### config.mk
export PLATFORM = sky130hd
export DESIGN_NAME = event_counter_timer
export DESIGN_NICKNAME = d
export VERILOG_FILES = /design/src/verilog/edge_sync.v /design/src/verilog/event_counter_timer.v
export VERILOG_INCLUDE_DIRS = /design/src /design/src/verilog
export SDC_FILE = /design/constraint.sdc
export NUM_CORES = 1
export LEC_CHECK = 0
export BUFFER_PORTS_ARGS = -buffer_cell sky130_fd_sc_hd__buf_2
export CAP_MARGIN = 20
export CORE_ASPECT_RATIO = 0.7
export CORE_MARGIN = 8
export CORE_UTILIZATION = 48
export CTS_CLUSTER_SIZE = 8
export DETAILED_ROUTE_END_ITERATION = 10
export PLACE_DENSITY = 0.86
export SLEW_MARGIN = 10
export SYNTH_ARGS = -nofsm -noshare
export SYNTH_HDL_FRONTEND = slang
export SYNTH_SLANG_ARGS = --single-unit
### constraint.sdc
create_clock -name clk -period 2.4 [get_ports clk]
set_input_delay 0.36 -clock clk [delete_from_list [all_inputs] [get_ports clk]]
set_output_delay 0.36 -clock clk [all_outputs]
set_load 0.02 [all_outputs]
### src/verilog/event_counter_defs.vh
`ifndef EVENT_COUNTER_DEFS_VH
`define EVENT_COUNTER_DEFS_VH

// ==========================================================
// Register byte addresses
`define ADDR_TIMER_MODE 12'h000
`define ADDR_MAIN_COUNT 12'h004
`define ADDR_PRESCALER 12'h008
`define ADDR_UNIT_CONFIG 12'h00c
`define ADDR_EVENT_STATUS 12'h010

// ==========================================================
// Field positions
`define MODE_RUN_BIT 0
`define MODE_EDGE_BIT 1
`define CONFIG_PIN_BIT 0
`define STATUS_PEND_BIT 0
`define STATUS_MAIN_BIT 1
`define STATUS_PRE_BIT 2

// ==========================================================
// Reset values
`define RESET_COUNT 8'hff
`define RESET_MODE 2'h0

`endif

### src/verilog/edge_sync.v
`timescale 1ns/1ps
// Two-flop synchroniser of a pin with edge detection on the synced value
module edge_sync (
    input wire clk,
    input wire reset_n,
    input wire pinIn,
    input wire risingSel,
    output wire syncLevel,
    output wire activeEdge
);
    reg meta;
    reg stable;
    reg prev;
    reg [1:0] warm;

    // ==========================================================
    // Synchroniser and history
    always @(posedge clk) begin
        if (!reset_n) begin
            meta <= 1'b0;
            stable <= 1'b0;
            prev <= 1'b0;
            warm <= 2'b00;
        end else begin
            meta <= pinIn;
            stable <= meta;
            prev <= stable;
            warm <= {warm[0], 1'b1};
        end
    end

    // Chosen edge seen on synced level; muted for two cycles after reset, though prev holds a real pin value only after three
    assign syncLevel = stable;
    assign activeEdge = warm[1] & (risingSel ? (stable & ~prev) : (~stable & prev));
endmodule // edge_sync

### src/verilog/event_counter_timer.v
`timescale 1ns/1ps
`include "event_counter_defs.vh"

// Overview of operation
// - Counter decrements only on the selected edge of the chosen event pin.
// - Both stages count down and reload on underflow, continuing.
// - Prescaler underflow clocks main stage: one main underflow per (n+1)(m+1).
// - Writing one to the run bit starts counting.
// - Writing zero to the run bit stops counting.
// - Each main underflow raises the timer interrupt request.
// - The selected event pin also feeds the external interrupt one input.
// - Reads of count registers return live counts, not reload values.
// - Write while stopped loads reload register and counter together.
// - Write while running: reload at event 1, counter at 2, event 3 dropped, counting resumes at 4.
// - Edge select bit picks rising or falling event edges.
// - Pin select bit routes input a or input b to the counter.
module event_counter_timer #(
    parameter WIDTH = 8
) (
    input wire clk,
    input wire reset_n,
    input wire psel,
    input wire penable,
    input wire pwrite,
    input wire [11:0] paddr,
    input wire [31:0] pwdata,
    output reg [31:0] prdata,
    output wire pready,
    output wire pslverr,
    input wire eventInputA,
    input wire eventInputB,
    output wire timerIrq,
    output wire extIrqOne,
    output wire extIrqEdge
);
    // ==========================================================
    // State
    reg runControlBit;
    reg edgePolaritySelect;
    reg inputPinSelect;
    reg [WIDTH-1:0] mainCount;
    reg [WIDTH-1:0] prescalerCounter;
    reg [WIDTH-1:0] mainReload;
    reg [WIDTH-1:0] preReload;
    reg [WIDTH-1:0] mainPend;
    reg [WIDTH-1:0] prePend;
    reg mainPendValid;
    reg prePendValid;
    reg [1:0] loadPhase;
    reg timerPulse;
    reg [1:0] next_loadPhase;

    localparam PH_IDLE = 2'd0;
    localparam PH_TRANSFER = 2'd1;
    localparam PH_RESUME = 2'd2;

    wire syncA;
    wire syncB;
    wire edgeA;
    wire edgeB;
    wire countEvent;
    wire wrEn;
    wire wrMain;
    wire wrPre;
    wire anyPend;
    wire preUnder;

    // Address match helper
    function hit;
        input [11:0] a;
        input [11:0] b;
        begin
            hit = (a == b);
        end
    endfunction

    // Underflow test on a count value
    function isZero;
        input [WIDTH-1:0] v;
        begin
            isZero = (v == {WIDTH{1'b0}});
        end
    endfunction

    // One count-down step, reload on underflow
    function [WIDTH-1:0] stepDown;
        input [WIDTH-1:0] v;
        input [WIDTH-1:0] reload;
        begin
            if (v == {WIDTH{1'b0}}) begin
                stepDown = reload;
            end else begin
                stepDown = v - {{(WIDTH-1){1'b0}}, 1'b1};
            end
        end
    endfunction

    // ==========================================================
    // Pin synchronisers
    edge_sync u_syncA (
        .clk(clk),
        .reset_n(reset_n),
        .pinIn(eventInputA),
        .risingSel(edgePolaritySelect),
        .syncLevel(syncA),
        .activeEdge(edgeA)
    );
    edge_sync u_syncB (
        .clk(clk),
        .reset_n(reset_n),
        .pinIn(eventInputB),
        .risingSel(edgePolaritySelect),
        .syncLevel(syncB),
        .activeEdge(edgeB)
    );

    // Pin route and edge choice
    assign countEvent = inputPinSelect ? edgeB : edgeA;
    // External interrupt one shares the selected pin
    assign extIrqOne = inputPinSelect ? syncB : syncA;
    assign extIrqEdge = countEvent;

    // ==========================================================
    // APB slave, zero wait states
    assign pready = 1'b1;
    assign pslverr = 1'b0;
    assign wrEn = psel & penable & pwrite;
    assign wrMain = wrEn & hit(paddr, `ADDR_MAIN_COUNT);
    assign wrPre = wrEn & hit(paddr, `ADDR_PRESCALER);
    assign anyPend = mainPendValid | prePendValid;
    assign preUnder = isZero(prescalerCounter);

    // Read mux, live counts
    always @* begin
        prdata = 32'h0;
        case (paddr)
            `ADDR_TIMER_MODE: begin
                prdata[`MODE_RUN_BIT] = runControlBit;
                prdata[`MODE_EDGE_BIT] = edgePolaritySelect;
            end
            `ADDR_MAIN_COUNT: prdata[WIDTH-1:0] = mainCount;
            `ADDR_PRESCALER: prdata[WIDTH-1:0] = prescalerCounter;
            `ADDR_UNIT_CONFIG: prdata[`CONFIG_PIN_BIT] = inputPinSelect;
            `ADDR_EVENT_STATUS: begin
                prdata[`STATUS_PEND_BIT] = (loadPhase != PH_IDLE) | anyPend;
                prdata[`STATUS_MAIN_BIT] = mainPendValid;
                prdata[`STATUS_PRE_BIT] = prePendValid;
            end
            default: prdata = 32'h0;
        endcase
    end

    // Control registers
    always @(posedge clk) begin
        if (!reset_n) begin
            runControlBit <= 1'b0;
            edgePolaritySelect <= 1'b0;
            inputPinSelect <= 1'b0;
        end else if (wrEn) begin
            if (hit(paddr, `ADDR_TIMER_MODE)) begin
                runControlBit <= pwdata[`MODE_RUN_BIT];
                edgePolaritySelect <= pwdata[`MODE_EDGE_BIT];
            end
            if (hit(paddr, `ADDR_UNIT_CONFIG)) begin
                inputPinSelect <= pwdata[`CONFIG_PIN_BIT];
            end
        end
    end

    // ==========================================================
    // Running-write sequence phase
    always @* begin
        next_loadPhase = loadPhase;
        if (runControlBit && countEvent) begin
            case (loadPhase)
                PH_IDLE: begin
                    if (anyPend) begin
                        next_loadPhase = PH_TRANSFER;
                    end
                end
                PH_TRANSFER: begin
                    next_loadPhase = PH_RESUME;
                end
                PH_RESUME: begin
                    next_loadPhase = PH_IDLE;
                end
                default: begin
                    next_loadPhase = PH_IDLE;
                end
            endcase
        end
        // Stopping abandons any write sequence
        if (!runControlBit) begin
            next_loadPhase = PH_IDLE;
        end
    end

    // ==========================================================
    // Event qualifiers for the counting path
    wire countStep;
    wire consumeEvent;
    wire transferEvent;
    wire mainUnder;

    // At most one qualifier is high in any cycle
    assign mainUnder = isZero(mainCount);
    assign consumeEvent = runControlBit & countEvent & (loadPhase == PH_IDLE) & anyPend;
    assign transferEvent = runControlBit & countEvent & (loadPhase == PH_TRANSFER);
    assign countStep = runControlBit & countEvent & (loadPhase == PH_IDLE) & ~anyPend;

    reg [WIDTH-1:0] next_mainCount;
    reg [WIDTH-1:0] next_prescalerCounter;
    reg [WIDTH-1:0] next_mainReload;
    reg [WIDTH-1:0] next_preReload;
    reg [WIDTH-1:0] next_mainPend;
    reg [WIDTH-1:0] next_prePend;
    reg next_mainPendValid;
    reg next_prePendValid;
    reg next_timerPulse;

    // ==========================================================
    // Next counts and reloads
    always @* begin
        next_mainCount = mainCount;
        next_prescalerCounter = prescalerCounter;
        next_mainReload = mainReload;
        next_preReload = preReload;
        next_timerPulse = 1'b0;
        if (!runControlBit) begin
            // Stopped: load both at once
            if (wrMain) begin
                next_mainReload = pwdata[WIDTH-1:0];
                next_mainCount = pwdata[WIDTH-1:0];
            end
            if (wrPre) begin
                next_preReload = pwdata[WIDTH-1:0];
                next_prescalerCounter = pwdata[WIDTH-1:0];
            end
        end else if (consumeEvent) begin
            // First event: reload registers take data
            if (mainPendValid) begin
                next_mainReload = mainPend;
            end
            if (prePendValid) begin
                next_preReload = prePend;
            end
        end else if (transferEvent) begin
            // Second event: counters take reloads
            next_mainCount = mainReload;
            next_prescalerCounter = preReload;
        end else if (countStep) begin
            // Prescaler steps on each event, main on its underflow
            next_prescalerCounter = stepDown(prescalerCounter, preReload);
            if (preUnder) begin
                next_mainCount = stepDown(mainCount, mainReload);
                next_timerPulse = mainUnder;
            end
        end
    end

    // Next pending writes; set wins over the consume clear
    always @* begin
        next_mainPend = mainPend;
        next_prePend = prePend;
        next_mainPendValid = mainPendValid;
        next_prePendValid = prePendValid;
        if (!runControlBit) begin
            // Stopping discards pending writes
            next_mainPendValid = 1'b0;
            next_prePendValid = 1'b0;
        end else begin
            if (consumeEvent) begin
                next_mainPendValid = 1'b0;
                next_prePendValid = 1'b0;
            end
            if (wrMain) begin
                next_mainPend = pwdata[WIDTH-1:0];
                next_mainPendValid = 1'b1;
            end
            if (wrPre) begin
                next_prePend = pwdata[WIDTH-1:0];
                next_prePendValid = 1'b1;
            end
        end
    end

    // ==========================================================
    // Counter and reload registers
    always @(posedge clk) begin
        if (!reset_n) begin
            mainCount <= `RESET_COUNT;
            prescalerCounter <= `RESET_COUNT;
            mainReload <= `RESET_COUNT;
            preReload <= `RESET_COUNT;
        end else begin
            mainCount <= next_mainCount;
            prescalerCounter <= next_prescalerCounter;
            mainReload <= next_mainReload;
            preReload <= next_preReload;
        end
    end

    // Pending write latch
    always @(posedge clk) begin
        if (!reset_n) begin
            mainPend <= `RESET_COUNT;
            prePend <= `RESET_COUNT;
            mainPendValid <= 1'b0;
            prePendValid <= 1'b0;
        end else begin
            mainPend <= next_mainPend;
            prePend <= next_prePend;
            mainPendValid <= next_mainPendValid;
            prePendValid <= next_prePendValid;
        end
    end

    // Write sequence phase and underflow pulse
    always @(posedge clk) begin
        if (!reset_n) begin
            loadPhase <= PH_IDLE;
            timerPulse <= 1'b0;
        end else begin
            loadPhase <= next_loadPhase;
            timerPulse <= next_timerPulse;
        end
    end

    assign timerIrq = timerPulse;
endmodule // event_counter_timer

# Word-level counts from Yosys, hierarchy flattened
# Index checks and enable logic that the tools add are counted.
# totals
ff_bits,66
in_bits,51
out_inout_bits,37
word_cells,118
# op_classes
add_sub_neg,2
eq_ne,12
n_mux,34
bitwise,26
reduce_logical,21
# ops
operator,n
8-bit 2-to-1 mux,19
12-bit by 4-bit == test with 1-bit output (second input constant),2
8-bit logical NOT,2
8-bit by 1-bit subtractor with 8-bit output (second input constant),2
1-bit bitwise AND,15
12-bit by 3-bit == test with 1-bit output (second input constant),1
12-bit by 5-bit == test with 1-bit output (second input constant),1
12-bit logical NOT,1
2-bit AND reduction,6
5-bit case mux with 2 select lines,1
2-bit nonzero test,5
1-bit 2-to-1 mux,9
1-bit inverter,9
3-bit AND reduction,3
2-bit by 1-bit != test with 1-bit output (second input constant),3
3-bit by 1-bit != test with 1-bit output (second input constant),2
6-bit OR reduction,1
1-bit case mux with 5 select lines,1
2-bit != test (second input constant),2
1-bit case mux with 4 select lines,1
2-bit case mux with 2 select lines,1
4-bit AND reduction,1
1-bit case mux with 3 select lines,1
2-bit by 1-bit == test with 1-bit output (second input constant),1
4 further kinds,5

# Logic depth before layout (Yosys ltp)
# Gate-level depths: netlist of the first run.
# logic_depth
ltp_word,12
ltp_mapped,8
ltp_nobuf,7

# Hierarchy
# Synthesis of the first run repeated with hierarchy kept, for this count alone.
# unflattened
hier_cells,421
area_unflattened_um2,3583.4
# modules_own_cells
mod,n_inst,cells_each,area_per_inst_um2,seq_area_each_um2
event_counter_timer,1,397,3285.7,1121.1
edge_sync,2,12,148.9,100.1

# Worst setup path after synthesis of the first run
# Ideal clock, no wire load.
# synth_path
path_kind,input to output
start,input paddr[1]
end,output prdata[1]
t_arrival_ns,1.995
required_time_ns,2.040
path_slack_ns,0.045
stages,5
n_path_buf,0
cell_sequence,or4_4 > or3_1 > or3_1 > nor2_1 > a221o_1
# synth_between
elab_chain_len,2
elab_cells_between_ends,5
cone_classes,eq/ne: 3; mux: 1; reduce/logical: 1
# synth_rtl
item,line_no,rtl
start: declaration,event_counter_timer.v:25,"input wire [11:0] paddr,"
"12-bit by 5-bit == test with 1-bit output, or another cell as far along",event_counter_timer.v:136,case (paddr)
1-bit case mux with 4 select lines (*),event_counter_timer.v:136,
end: declaration,event_counter_timer.v:27,"output reg [31:0] prdata,"
# Every way passes the cells marked *; elsewhere a longest branch is shown, timed or not.

# Worst setup path after layout of the first run
# layout_path
start,input paddr[1]
end,output prdata[2]
# layout_between
elab_chain_len,2
elab_cells_between_ends,4
cone_classes,eq/ne: 3; mux: 1
# layout_rtl
item,line_no
"12-bit by 5-bit == test with 1-bit output, or another cell as far along",event_counter_timer.v:136
1-bit case mux with 3 select lines (*),event_counter_timer.v:136
# Marked as above.

==> qor.csv, run 1 <==
stage;metric;value;unit
run_status;status;complete, but fails checks;
run_status;failing checks;setup timing;
logic_synthesis;Synth area leaders;dfxtp_1 (36%), nand2_1 (11%), mux2i_1 (9.5%), buf_4 (5.9%), nand3_1 (2.2%);
drt;Starting DRT DRC Count;369;
power_and_ir_drop;internal power;0.00148;W
die;io pins;88;
grt;GRT Resource Usage Total;18.3;%
drt;Post-DRT Antenna Nets;0;
sta;endpoints failing hold;0;
power_and_ir_drop;Psw;0.000561;W
power_and_ir_drop;Pleak;1.82;nW
worst_setup_path;WP buf/inv;2;
worst_setup_path;Crit path required time;2.04;ns
logic_synthesis;Yosys top cell by area;dfxtp_1;
grt;largest net degree at the start of global routing;61;
die;die height;88.3;um
drt;vias per inst;5.66;
sta;Tightest Pin Transition;0.632;ns
clock_network;Clock transition at path regs;0.07;ns
grt;grt ovf;0;
power_and_ir_drop;sequential power share;52.3;%
sta;RSZ-0062 raised after global routing;yes;
grt;vias in the first global route;3044;
clock_network;insertion delay to the later sink of the worst-skew pair;0.36;ns
worst_hold_path;hold depth;2;
sta;hold_ws;0.207;ns
worst_setup_path;R2R depth;6;
clock_network;CTS Root Cell;clkbuf_8;
worst_setup_path;Setup crit start kind;primary input;
clock_network;clk buf depth;2;
worst_setup_path;Max FO, Critical Path;3;
logic_synthesis;most instantiated cells after synthesis;nand2_1 (102), dfxtp_1 (64), mux2i_1 (34), buf_4 (28);
logic_synthesis;sequential area share after synthesis;35.7;%
logic_synthesis;most frequent cell after synthesis;nand2_1;
worst_setup_path;max incr delay on CP;0.53;ns
clock_network;CTS tree;built;
drt;WL per Instance;16.6;um
finish;sequential cell area;0.00128;mm^2
worst_setup_path;WS Path Type;in2out;
logic_synthesis;post-synth top area share;35.7;%
sta;crit share post-route;105;%
logic_synthesis;Syn. warnings;0;
sta;Slew headroom;57.4;%
logic_synthesis;Mapped Area;0.00359;mm^2
die;Die X;119;um
worst_setup_path;WP data arrival;2.16;ns
finish;Nets;530;
worst_setup_path;crit-path leading delay family;simple AND/OR/NAND/NOR gates;
finish;filler cell count;635;
worst_hold_path;worst hold path class;in2reg;
die;Rows;26;
sta;Fmax;397;MHz
worst_hold_path;Hold Path End;u_syncB.meta;
worst_setup_path;Crit. End Element;output port;
power_and_ir_drop;Switching Share;27.5;%
placement;dpl hpwl;6800;um
logic_synthesis;Yosys cell types;54;
worst_setup_path;RR Startpoint;edgePolaritySelect;
sta;# setup viols final;2;
worst_setup_path;crit path launch;paddr[1];
flow_run;max cap viols;0;
power_and_ir_drop;PwrDens;497;mW/mm^2
worst_setup_path;r2r setup slk;0.11;ns
logic_synthesis;Post-synth top flop;dfxtp_1;
die;Starting Density;49.4;%
logic_synthesis;cells after synthesis;430;
clock_network;CTS buffer count;9;
finish;Final Core Density;56.7;%
sta;clock period minus worst slack;2.52;ns
placement;pre-CTS setup slack;-0.113;ns
power_and_ir_drop;Logic pwr share;7.2;%
grt;first-pass GRT wire length;15300;um
logic_synthesis;EDFF count, synth;0;
drt;DRC;0;
logic_synthesis;Avg Synthesized Cell Area;8.34;um^2
drt;Vias;3273;
clock_network;H-tree lvl count;3;
finish;diodes inserted;0;
drt;detailed-router iteration count before antenna repair;5;
worst_hold_path;min-delay src;eventInputB;
placement;Buffers on Ports;37;
power_and_ir_drop;maximum VDD drop;357;uV
logic_synthesis;Synth Register Bits;64;
logic_synthesis;Async SR Flop Fraction;0;%
power_and_ir_drop;Clock Power Share;40.5;%
worst_setup_path;cell chain of the critical path;buf_6 -> or4_4 -> or3_4 -> or3_4 -> nor2_2 -> a221o_1 -> buf_6;
drt;WL final;9620;um
finish;layout cells sized above 1;21.0;%
sta;worst setup margin;-0.118;ns
grt;initial antenna violation count;0;
sta;Worst Clk Skew;0.00822;ns
die;Core Area;0.00725;mm^2
die;DIE AREA;0.0105;mm^2
finish;area grow syn2layout;14.7;%
sta;max-slew violation total from the final report;0;
worst_setup_path;Crit-path slowest cell;or4_4;
finish;Multi-input gate area;0.00212;mm^2
sta;Fin Setup TNS;-0.170;ns
worst_setup_path;worst r2r dst;mainCount[0];
clock_network;CTS sink count;64;
placement;RePlAce Congestion;0.981;
power groups by stage:
| stage | sequential [W] | combinational, W | clock (W) |
|---|---|---|---|
| global placement | 0.00109 | 0.000136 | 0 |
| global route | 0.00107 | 0.000157 | 0.000894 |
| CTS | 0.00107 | 0.000141 | 0.000847 |
| detailed placement | 0.00109 | 0.000139 | 0 |
| floorplan | 0.00109 | 0.000124 | 0 |
| finish | 0.00107 | 0.000147 | 0.000828 |
final cells by class:
cell class	instances	area share, %
Timing Repair Buffer	59	9.13
Clock buffer	9	3.01
Inverter	10	0.913
Multi-Input combinational cell	331	51.6
Tap cell	98	2.98
Clock inverter	7	1.16
Sequential cell	64	31.2
flip-flops by register name, summed over array words and instances, names as in the netlist:
name	flops
loadPhase	2
edgePolaritySelect	1
mainCount	8
preReload	8
inputPinSelect	1
u_syncA.meta	1
u_syncA.syncLevel	1
mainReload	8
u_syncB.prev	1
prePend	8
mainPend	8
u_syncB.syncLevel	1
prePendValid	1
prescalerCounter	8
u_syncA.warm	1
timerIrq	1
u_syncA.prev	1
u_syncB.meta	1
u_syncB.warm	1
mainPendValid	1
runControlBit	1
how the worst max path moves through the flow:
stage                     end  depth (start not counted)
detailed placement  prdata[2]                          7
floorplan           prdata[1]                          5
CTS                 prdata[2]                          7
global route        prdata[2]                          7
global placement    prdata[1]                          7
finish              prdata[2]                          7
metrics by stage:
stage	instances	total power, W	area, um^2
floorplan	454	0.00122	3680
global placement	560	0.00123	3840
detailed placement	560	0.00123	3840
CTS	578	0.00206	4060
global route	578	0.00212	4110
finish	578	0.00204	4110
kinds of logic (layout without fill, tap and decap cells):
group	count (synthesis)	count (layout)	share of synthesized area, %
AND/OR/NAND/NOR	206	206	29.3
AO/OA/AOI/OAI	47	47	10.9
XOR/XNOR	12	12	2.93
buffers and inverters	59	85	9.18
other	2	26	0.209
multiplexers	36	36	10.4
flip-flops	64	64	35.7
adder cells (fa/ha/maj)	4	4	1.40
layout by cell type (no fill, tap or decap), drive strengths merged, types with 2 or more instances in the layout:
cell      instances
a21oi             3
a221o             2
a22o              5
a31oi             3
a41oi             7
and2              7
and3              3
buf              59
clkbuf            9
clkinv            4
clkinvlp          2
conb             26
dfxtp            64
ha                4
inv              11
mux2i            34
nand2           102
nand2b           10
nand3            16
nor2             18
nor2b             7
nor3              8
nor3b            10
nor4              8
o211ai            8
o21ai             5
o32a              6
or3               3
or3b              5
or4               3
xnor2             5
xor2              7
metal layers:
metal	wire (um)	track usage, %	up-vias
met5	0	0	-
met4	302	8.92	0
met3	888	6.82	35
met2	4460	29.2	169
met1	3970	21.5	1532
li1	-	-	1537
worst register-to-register path, stage by stage (launching register included):
cell and delay [ns]:
dfxtp_1 0.36, or4b_1 0.51, and4_1 0.35, o31a_4 0.46
nor3b_1 0.22, a311oi_1 0.08, a21o_1 0.22
repair_timing:
item,4_1_cts,5_1_grt
buffers inserted,2,0
pin swaps,2,0
resized for setup,7,11
setup endpoints to repair,2,26
endpoints found under the hold margin,0,0
hold buffers,0,0
Power figures use the tool's default switching activity.
==> run 2: changes to the inputs <==
--- a/config.mk
+++ b/config.mk
@@ -17,4 +17,5 @@
 export SLEW_MARGIN = 10
 export SYNTH_ARGS = -nofsm -noshare
 export SYNTH_HDL_FRONTEND = slang
+export SYNTH_HIERARCHICAL = 1
 export SYNTH_SLANG_ARGS = --single-unit
==> run 2 against run 1 <==
The flow still finishes with violations (setup timing). Combinational power about the same. Register-to-register slack better by 0.06 ns. Via count up 8.7%. Critical path type unchanged. First-iteration DRC count down 6.0%. Clock skew up 0.0046 ns. Synthesized area about the same. Die area about the same.
==> qor.csv, run 2 <==
stage;metric;value;unit
logic_synthesis;cells after synthesis;421;
grt;first-pass GRT wire length;16400;um
placement;Buffers on Ports;37;
clock_network;CTS buffer count;9;
clock_network;CTS sink count;66;
logic_synthesis;post-synth top area share;36.9;%
finish;fin area;0.00428;mm^2
finish;area grow syn2layout;19.6;%
finish;diodes inserted;0;
finish;commonest non-fill, non-tap cell in the layout;dfxtp_1;
logic_synthesis;Yosys top cell by area;dfxtp_1;
worst_setup_path;Crit-path slowest cell;or4_4;
drt;WL per Instance;18.1;um
die;DIE AREA;0.0105;mm^2
sta;Fmax;399;MHz
die;Core Area;0.00725;mm^2
flow_run;max cap viols;0;
logic_synthesis;most frequent cell after synthesis;dfxtp_1;
placement;Cells after DPL;555;
worst_setup_path;max incr delay on CP;0.54;ns
logic_synthesis;Adder-Cell Fraction of Synth Area;1.40;%
clock_network;insertion delay to the later sink of the worst-skew pair;0.36;ns
worst_setup_path;WP data arrival;2.14;ns
die;Die X;119;um
power_and_ir_drop;Pleak;1.77;nW
power_and_ir_drop;PwrDens;524;mW/mm^2
drt;DRC;0;
finish;final std cells w/o fill;576;
grt;grt ovf;0;
grt;initial antenna violation count;0;
placement;Post-DP Area;0.00392;mm^2
logic_synthesis;Synth Register Bits;66;
drt;detailed-router iteration count before antenna repair;5;
sta;endpoints failing hold;0;
clock_network;CTS Root Cell;clkbuf_8;
grt;GRT Resource Usage Total;19.5;%
run_status;status;complete, but fails checks;
finish;layout cells sized above 1;21.1;%
clock_network;clk buf depth;2;
sta;worst setup margin;-0.104;ns
logic_synthesis;most instantiated cells after synthesis;dfxtp_1 (66), nand2_1 (39), buf_4 (26), clkbuf_1 (19), mux2i_1 (19);
logic_synthesis;Compound-Gate Fraction of Synth Area;20.6;%
drt;Post-DRT Antenna Nets;0;
sta;Fin Setup TNS;-0.500;ns
power_and_ir_drop;total power;0.00224;W
logic_synthesis;EDFF count, synth;0;
logic_synthesis;Avg Synthesized Cell Area;8.51;um^2
logic_synthesis;sequential area share after synthesis;36.9;%
logic_synthesis;Synth area leaders;dfxtp_1 (37%), buf_4 (5.4%), mux2i_1 (5.3%), nand2_1 (4.1%), a21oi_1 (2.5%);
worst_setup_path;Setup crit start kind;primary input;
logic_synthesis;Mapped Area;0.00358;mm^2
sta;Tightest Pin Transition;0.526;ns
worst_setup_path;RR Startpoint;edgePolaritySelect;
worst_setup_path;cell chain of the critical path;buf_2 -> or4_4 -> or4_4 -> buf_6 -> a2111oi_4 -> a221o_1 -> buf_6;
finish;most frequent cells in the layout;dfxtp_1 (66), nand2_1 (39), buf_2 (27), conb_1 (26), buf_4 (25);
worst_setup_path;R2R depth;10;
worst_setup_path;r2r setup slk;0.17;ns
clock_network;# hold bufs at CTS;0;
drt;Starting DRT DRC Count;347;
worst_setup_path;Max FO, Critical Path;4;
die;Starting Density;49.4;%
sta;max-slew violation total from the final report;0;
finish;Nets;528;
worst_setup_path;crit path to;prdata[0];
logic_synthesis;simple-gate portion of the synthesized area;24.2;%
grt;largest net degree at the start of global routing;57;
power_and_ir_drop;maximum VDD drop;430;uV
drt;vias per inst;6.18;
sta;crit share post-route;104;%
logic_synthesis;Yosys cell types;56;
grt;vias in the first global route;3280;
logic_synthesis;Post-Synth XOR/XNOR Area;1.96;%
worst_setup_path;worst r2r dst;mainReload[7];
drt;Vias;3558;
drt;WL final;10400;um
sta;Slew headroom;64.6;%
sta;# setup viols final;8;
sta;Worst Clk Skew;0.0129;ns
sta;RSZ-0062 raised after global routing;yes;
die;die height;88.3;um
sta;clock period minus worst slack;2.50;ns
logic_synthesis;Async SR Flop Fraction;0;%
clock_network;CTS tree;built;
clock_network;H-tree lvl count;3;
die;io pins;88;
worst_setup_path;WS Path Type;in2out;
logic_synthesis;post-synthesis mux area share;5.62;%
worst_setup_path;Crit. End Element;output port;
placement;dpl hpwl;7410;um
clock_network;Clock transition at path regs;0.08;ns
worst_hold_path;worst hold path class;in2reg;
logic_synthesis;Syn. warnings;6;
finish;filler cell count;628;
placement;RePlAce Congestion;0.934;
run_status;failing checks;setup timing;
logic_synthesis;largest family of logic cells by synthesized area;simple AND/OR/NAND/NOR gates;
sta;hold_ws;0.212;ns
logic_synthesis;Post-synth top flop;dfxtp_1;
worst_setup_path;crit path launch;paddr[5];
worst_setup_path;Crit path required time;2.04;ns
die;Rows;26;
run 2: cell count changes after synthesis, sizes merged, moves of 6 or more:
cell    before  now
xor2         7    0
a21oi        3   18
o21ai        5   25
a31oi        3    9
nand2b      10    3
mux2i       34   19
nor3         8   15
a221oi       0    8
nand2      102   39
a41oi        7    1
run 2: per-layer routing:
metal | track usage [%] | vias up | part of all wire (%)
li1 | - | 1616 | -
met4 | 8.11 | 0 | 1.7
met2 | 31.2 | 226 | 45
met3 | 4.46 | 22 | 12
met5 | 0 | - | 0
met1 | 25.0 | 1694 | 42
run 2: worst max-delay path, delay by kind of cell:
family,cells,cell delay [ns]
AOI/OAI and AO/OA,2,0.35
buffers and inverters,3,0.38
and+or+nand+nor,2,1.05
run 2: what timing repair did:
item,CTS,global route
setup buffers,2,2
gates resized for setup,18,9
endpoints found under the setup margin,8,16
pin swaps,2,5
gates cloned,0,1
run 2: area by class of cell:
type | instances | area (um^2) | area share (%)
Multi-Input combinational cell | 318 | 2080 | 48.5
Sequential cell | 66 | 1320 | 30.8
Timing Repair Buffer | 67 | 509 | 11.9
Clock buffer | 11 | 151 | 3.53
Tap cell | 98 | 123 | 2.86
Clock inverter | 5 | 62.6 | 1.46
Inverter | 11 | 41.3 | 0.964
run 2: stage by stage:
stage | util, % | setup WS, ns
6_report | 59.1 | -0.104
5_1_grt | 59.1 | -0.171
3_3_place_gp | 54.0 | -0.140
2_1_floorplan | - | -0.0109
4_1_cts | 58.0 | -0.0883
3_5_place_dp | 54.0 | -0.172
run 2: power by group:
group	total, W	switching, W	leakage [nW]	internal, W
combinational	0.000149	0.000105	1.13	0.0000447
clock	0.000989	0.000450	0.102	0.000539
sequential	0.00111	0.00000322	0.536	0.00110
run 2: cell families after synthesis:
logic type                 Yosys count
muxes                               20
and+or+nand+nor                    154
xor gates and xnor gates             8
AOI/OAI and AO/OA                  106
adders and majority gates            4
other                                2
DFF                                 66
buffers and inverters               61
run 2: worst min path at each step:
stage                          from  cells past startpoint                 to
global placement       u_syncA/meta                      1  u_syncA/syncLevel
global route            eventInputB                      2       u_syncB/meta
floorplan                   reset_n                      0    u_syncA/warm[0]
CTS                     eventInputA                      2       u_syncA/meta
finish                  eventInputB                      2       u_syncB/meta
detailed placement  u_syncB/warm[0]                      1    u_syncB/warm[1]
==> run 3: changes to the inputs <==
--- a/config.mk
+++ b/config.mk
@@ -10,10 +10,11 @@
 export CAP_MARGIN = 20
 export CORE_ASPECT_RATIO = 0.7
 export CORE_MARGIN = 8
-export CORE_UTILIZATION = 48
+export CORE_UTILIZATION = 50
+export CTS_BUF_LIST = sky130_fd_sc_hd__clkbuf_8
 export CTS_CLUSTER_SIZE = 8
 export DETAILED_ROUTE_END_ITERATION = 10
-export PLACE_DENSITY = 0.86
+export PLACE_DENSITY = 0.89
 export SLEW_MARGIN = 10
 export SYNTH_ARGS = -nofsm -noshare
 export SYNTH_HDL_FRONTEND = slang
==> run 3 against run 2 <==
The run still ends with setup timing left. Power down 1.5%. Largest power group unchanged. Global-route usage up 2.0 points. Worst hold slack worse by 0.0046 ns. Fmax down 0.23%. Routed wire length up 2.7%. Via count up 0.73%. Register-to-register slack about the same. Cell count up 0.17%. Non-clock buffer count up 5. Clock skew down 0.0021 ns. Die area down 3.4%.
==> qor.csv, run 3 (synthesis gave the netlist of run 2 again) <==
stage;metric;value;unit
run_status;status;complete, but fails checks;
run_status;failing checks;setup timing;
sta;endpoints failing hold;0;
clock_network;CTS Root Cell;clkbuf_8;
power_and_ir_drop;Psw;0.000554;W
grt;first-pass GRT wire length;17100;um
finish;diodes inserted;0;
die;DIE AREA;0.0102;mm^2
worst_setup_path;Crit. End Element;output port;
finish;layout cells sized above 1;22.4;%
worst_setup_path;WP data arrival;2.15;ns
grt;grt met3 use;5.48;%
finish;fin area;0.00430;mm^2
drt;WL per Instance;18.6;um
die;die height;86.8;um
finish;final std cells w/o fill;577;
drt;DRC;0;
drt;Post-DRT Antenna Nets;0;
power_and_ir_drop;PwrDens;514;mW/mm^2
drt;detailed-router iteration count before antenna repair;5;
sta;Slew headroom;66.3;%
drt;vias per inst;6.21;
clock_network;H-tree lvl count;3;
worst_setup_path;WS Path Type;in2out;
sta;Tightest Pin Transition;0.505;ns
grt;largest net degree at the start of global routing;53;
grt;grt ovf;0;
power_and_ir_drop;Logic pwr share;6.8;%
finish;filler cell count;554;
grt;initial antenna violation count;0;
die;io pins;88;
clock_network;insertion delay to the later sink of the worst-skew pair;0.36;ns
grt;vias in the first global route;3336;
placement;Buffers on Ports;37;
placement;Cells after DPL;551;
clock_network;CTS tree;built;
clock_network;CTS sink count;66;
finish;Nets;533;
clock_network;CTS buffer count;9;
grt;grt met1 use;27.9;%
clock_network;# hold bufs at CTS;0;
sta;clock period minus worst slack;2.51;ns
grt;Most Crowded Layer GR;met2;
sta;crit share post-route;105;%
power_and_ir_drop;maximum VDD drop;620;uV
flow_run;max cap viols;0;
power_and_ir_drop;internal power;0.00165;W
finish;most frequent cells in the layout;dfxtp_1 (66), nand2_1 (39), buf_4 (33), buf_2 (27), conb_1 (26);
sta;worst setup margin;-0.110;ns
worst_setup_path;Setup crit start kind;primary input;
placement;Post-DP Area;0.00391;mm^2
grt;met2 GRT Util;32.5;%
sta;Fmax;398;MHz
worst_setup_path;r2r setup slk;0.16;ns
sta;max-slew violation total from the final report;0;
placement;RePlAce Congestion;0.940;
die;Die X;117;um
power_and_ir_drop;sequential power share;50.0;%
drt;Vias;3584;
die;Starting Density;52.3;%
worst_setup_path;Crit path required time;2.04;ns
power_and_ir_drop;Clock Power Share;43.2;%
drt;Starting DRT DRC Count;438;
power_and_ir_drop;Pleak;1.78;nW
finish;area grow syn2layout;19.9;%
worst_hold_path;worst hold path class;in2reg;
sta;# setup viols final;8;
clock_network;Clock transition at path regs;0.08;ns
sta;RSZ-0062 raised after global routing;yes;
worst_setup_path;Max FO, Critical Path;5;
die;Core Area;0.00685;mm^2
drt;WL final;10700;um
finish;commonest non-fill, non-tap cell in the layout;dfxtp_1;
die;Rows;25;
grt;GRT Resource Usage Total;21.5;%
sta;Worst Clk Skew;0.0108;ns
clock_network;clk buf depth;2;
placement;dpl hpwl;7350;um
power_and_ir_drop;Switching Share;25.1;%
==> run 3: routing by layer <==
metal  part of all wire (%)  up-vias  wire, um
met5                      0        -         0
met4                    3.4        0       362
met2                     44      241      4710
met3                     13       44      1380
met1                     40     1671      4260
li1                       -     1628         -
==> run 3: worst paths after layout <==
kind	startpoint	end	cells after the start
setup / recovery	paddr[6]	prdata[4]	7
hold / removal	eventInputB	u_syncB/meta	2
hold reg to reg	u_syncA/meta	u_syncA/syncLevel	1
setup reg to reg	edgePolaritySelect	preReload[0]	9
==> run 3: power groups by stage <==
stage                     clock network [W]  logic, W  registers [W]
after floorplan                           0  0.000118        0.00113
after global placement                    0  0.000136        0.00113
after detailed placement                  0  0.000138        0.00113
after CTS                          0.000967  0.000142        0.00111
after global routing                0.00101  0.000161        0.00111
final                              0.000953  0.000150        0.00111
==> run 3: cell type report <==
type | count | area (um^2) | area share (%)
multi-input combinational | 318 | 2080 | 48.5
sequential | 66 | 1320 | 30.8
timing repair buffer | 72 | 527 | 12.3
clock buffer | 10 | 138 | 3.20
tap | 94 | 118 | 2.74
clock inverter | 6 | 66.3 | 1.54
inverter | 11 | 41.3 | 0.961
==> run 3: worst max-delay path, cell delays in order <==
cell and delay (ns):
buf_6 0.09, or4_4 0.54, or4_4 0.56, nor2_4 0.18, buf_6 0.15, a22o_1 0.16
buf_6 0.12
==> run 3: what timing repair did <==
action,in CTS,in global routing
gates resized for setup,21,6
pin swaps,5,2
setup buffers,3,7
setup endpoints to repair,8,15
==> run 3: stage by stage <==
step / util, % / TNS [ns] / power (W) / setup slack, ns / hold WS [ns]
2_1_floorplan: - / -0.0109 / 0.00125 / -0.0109 / 0.388
3_3_place_gp: 57.1 / -1.18 / 0.00127 / -0.152 / 0.409
3_5_place_dp: 57.1 / -2.12 / 0.00127 / -0.198 / 0.414
4_1_cts: 61.5 / -0.771 / 0.00221 / -0.119 / 0.192
5_1_grt: 62.7 / -1.63 / 0.00228 / -0.145 / 0.210
6_report: 62.7 / -0.650 / 0.00221 / -0.110 / 0.207
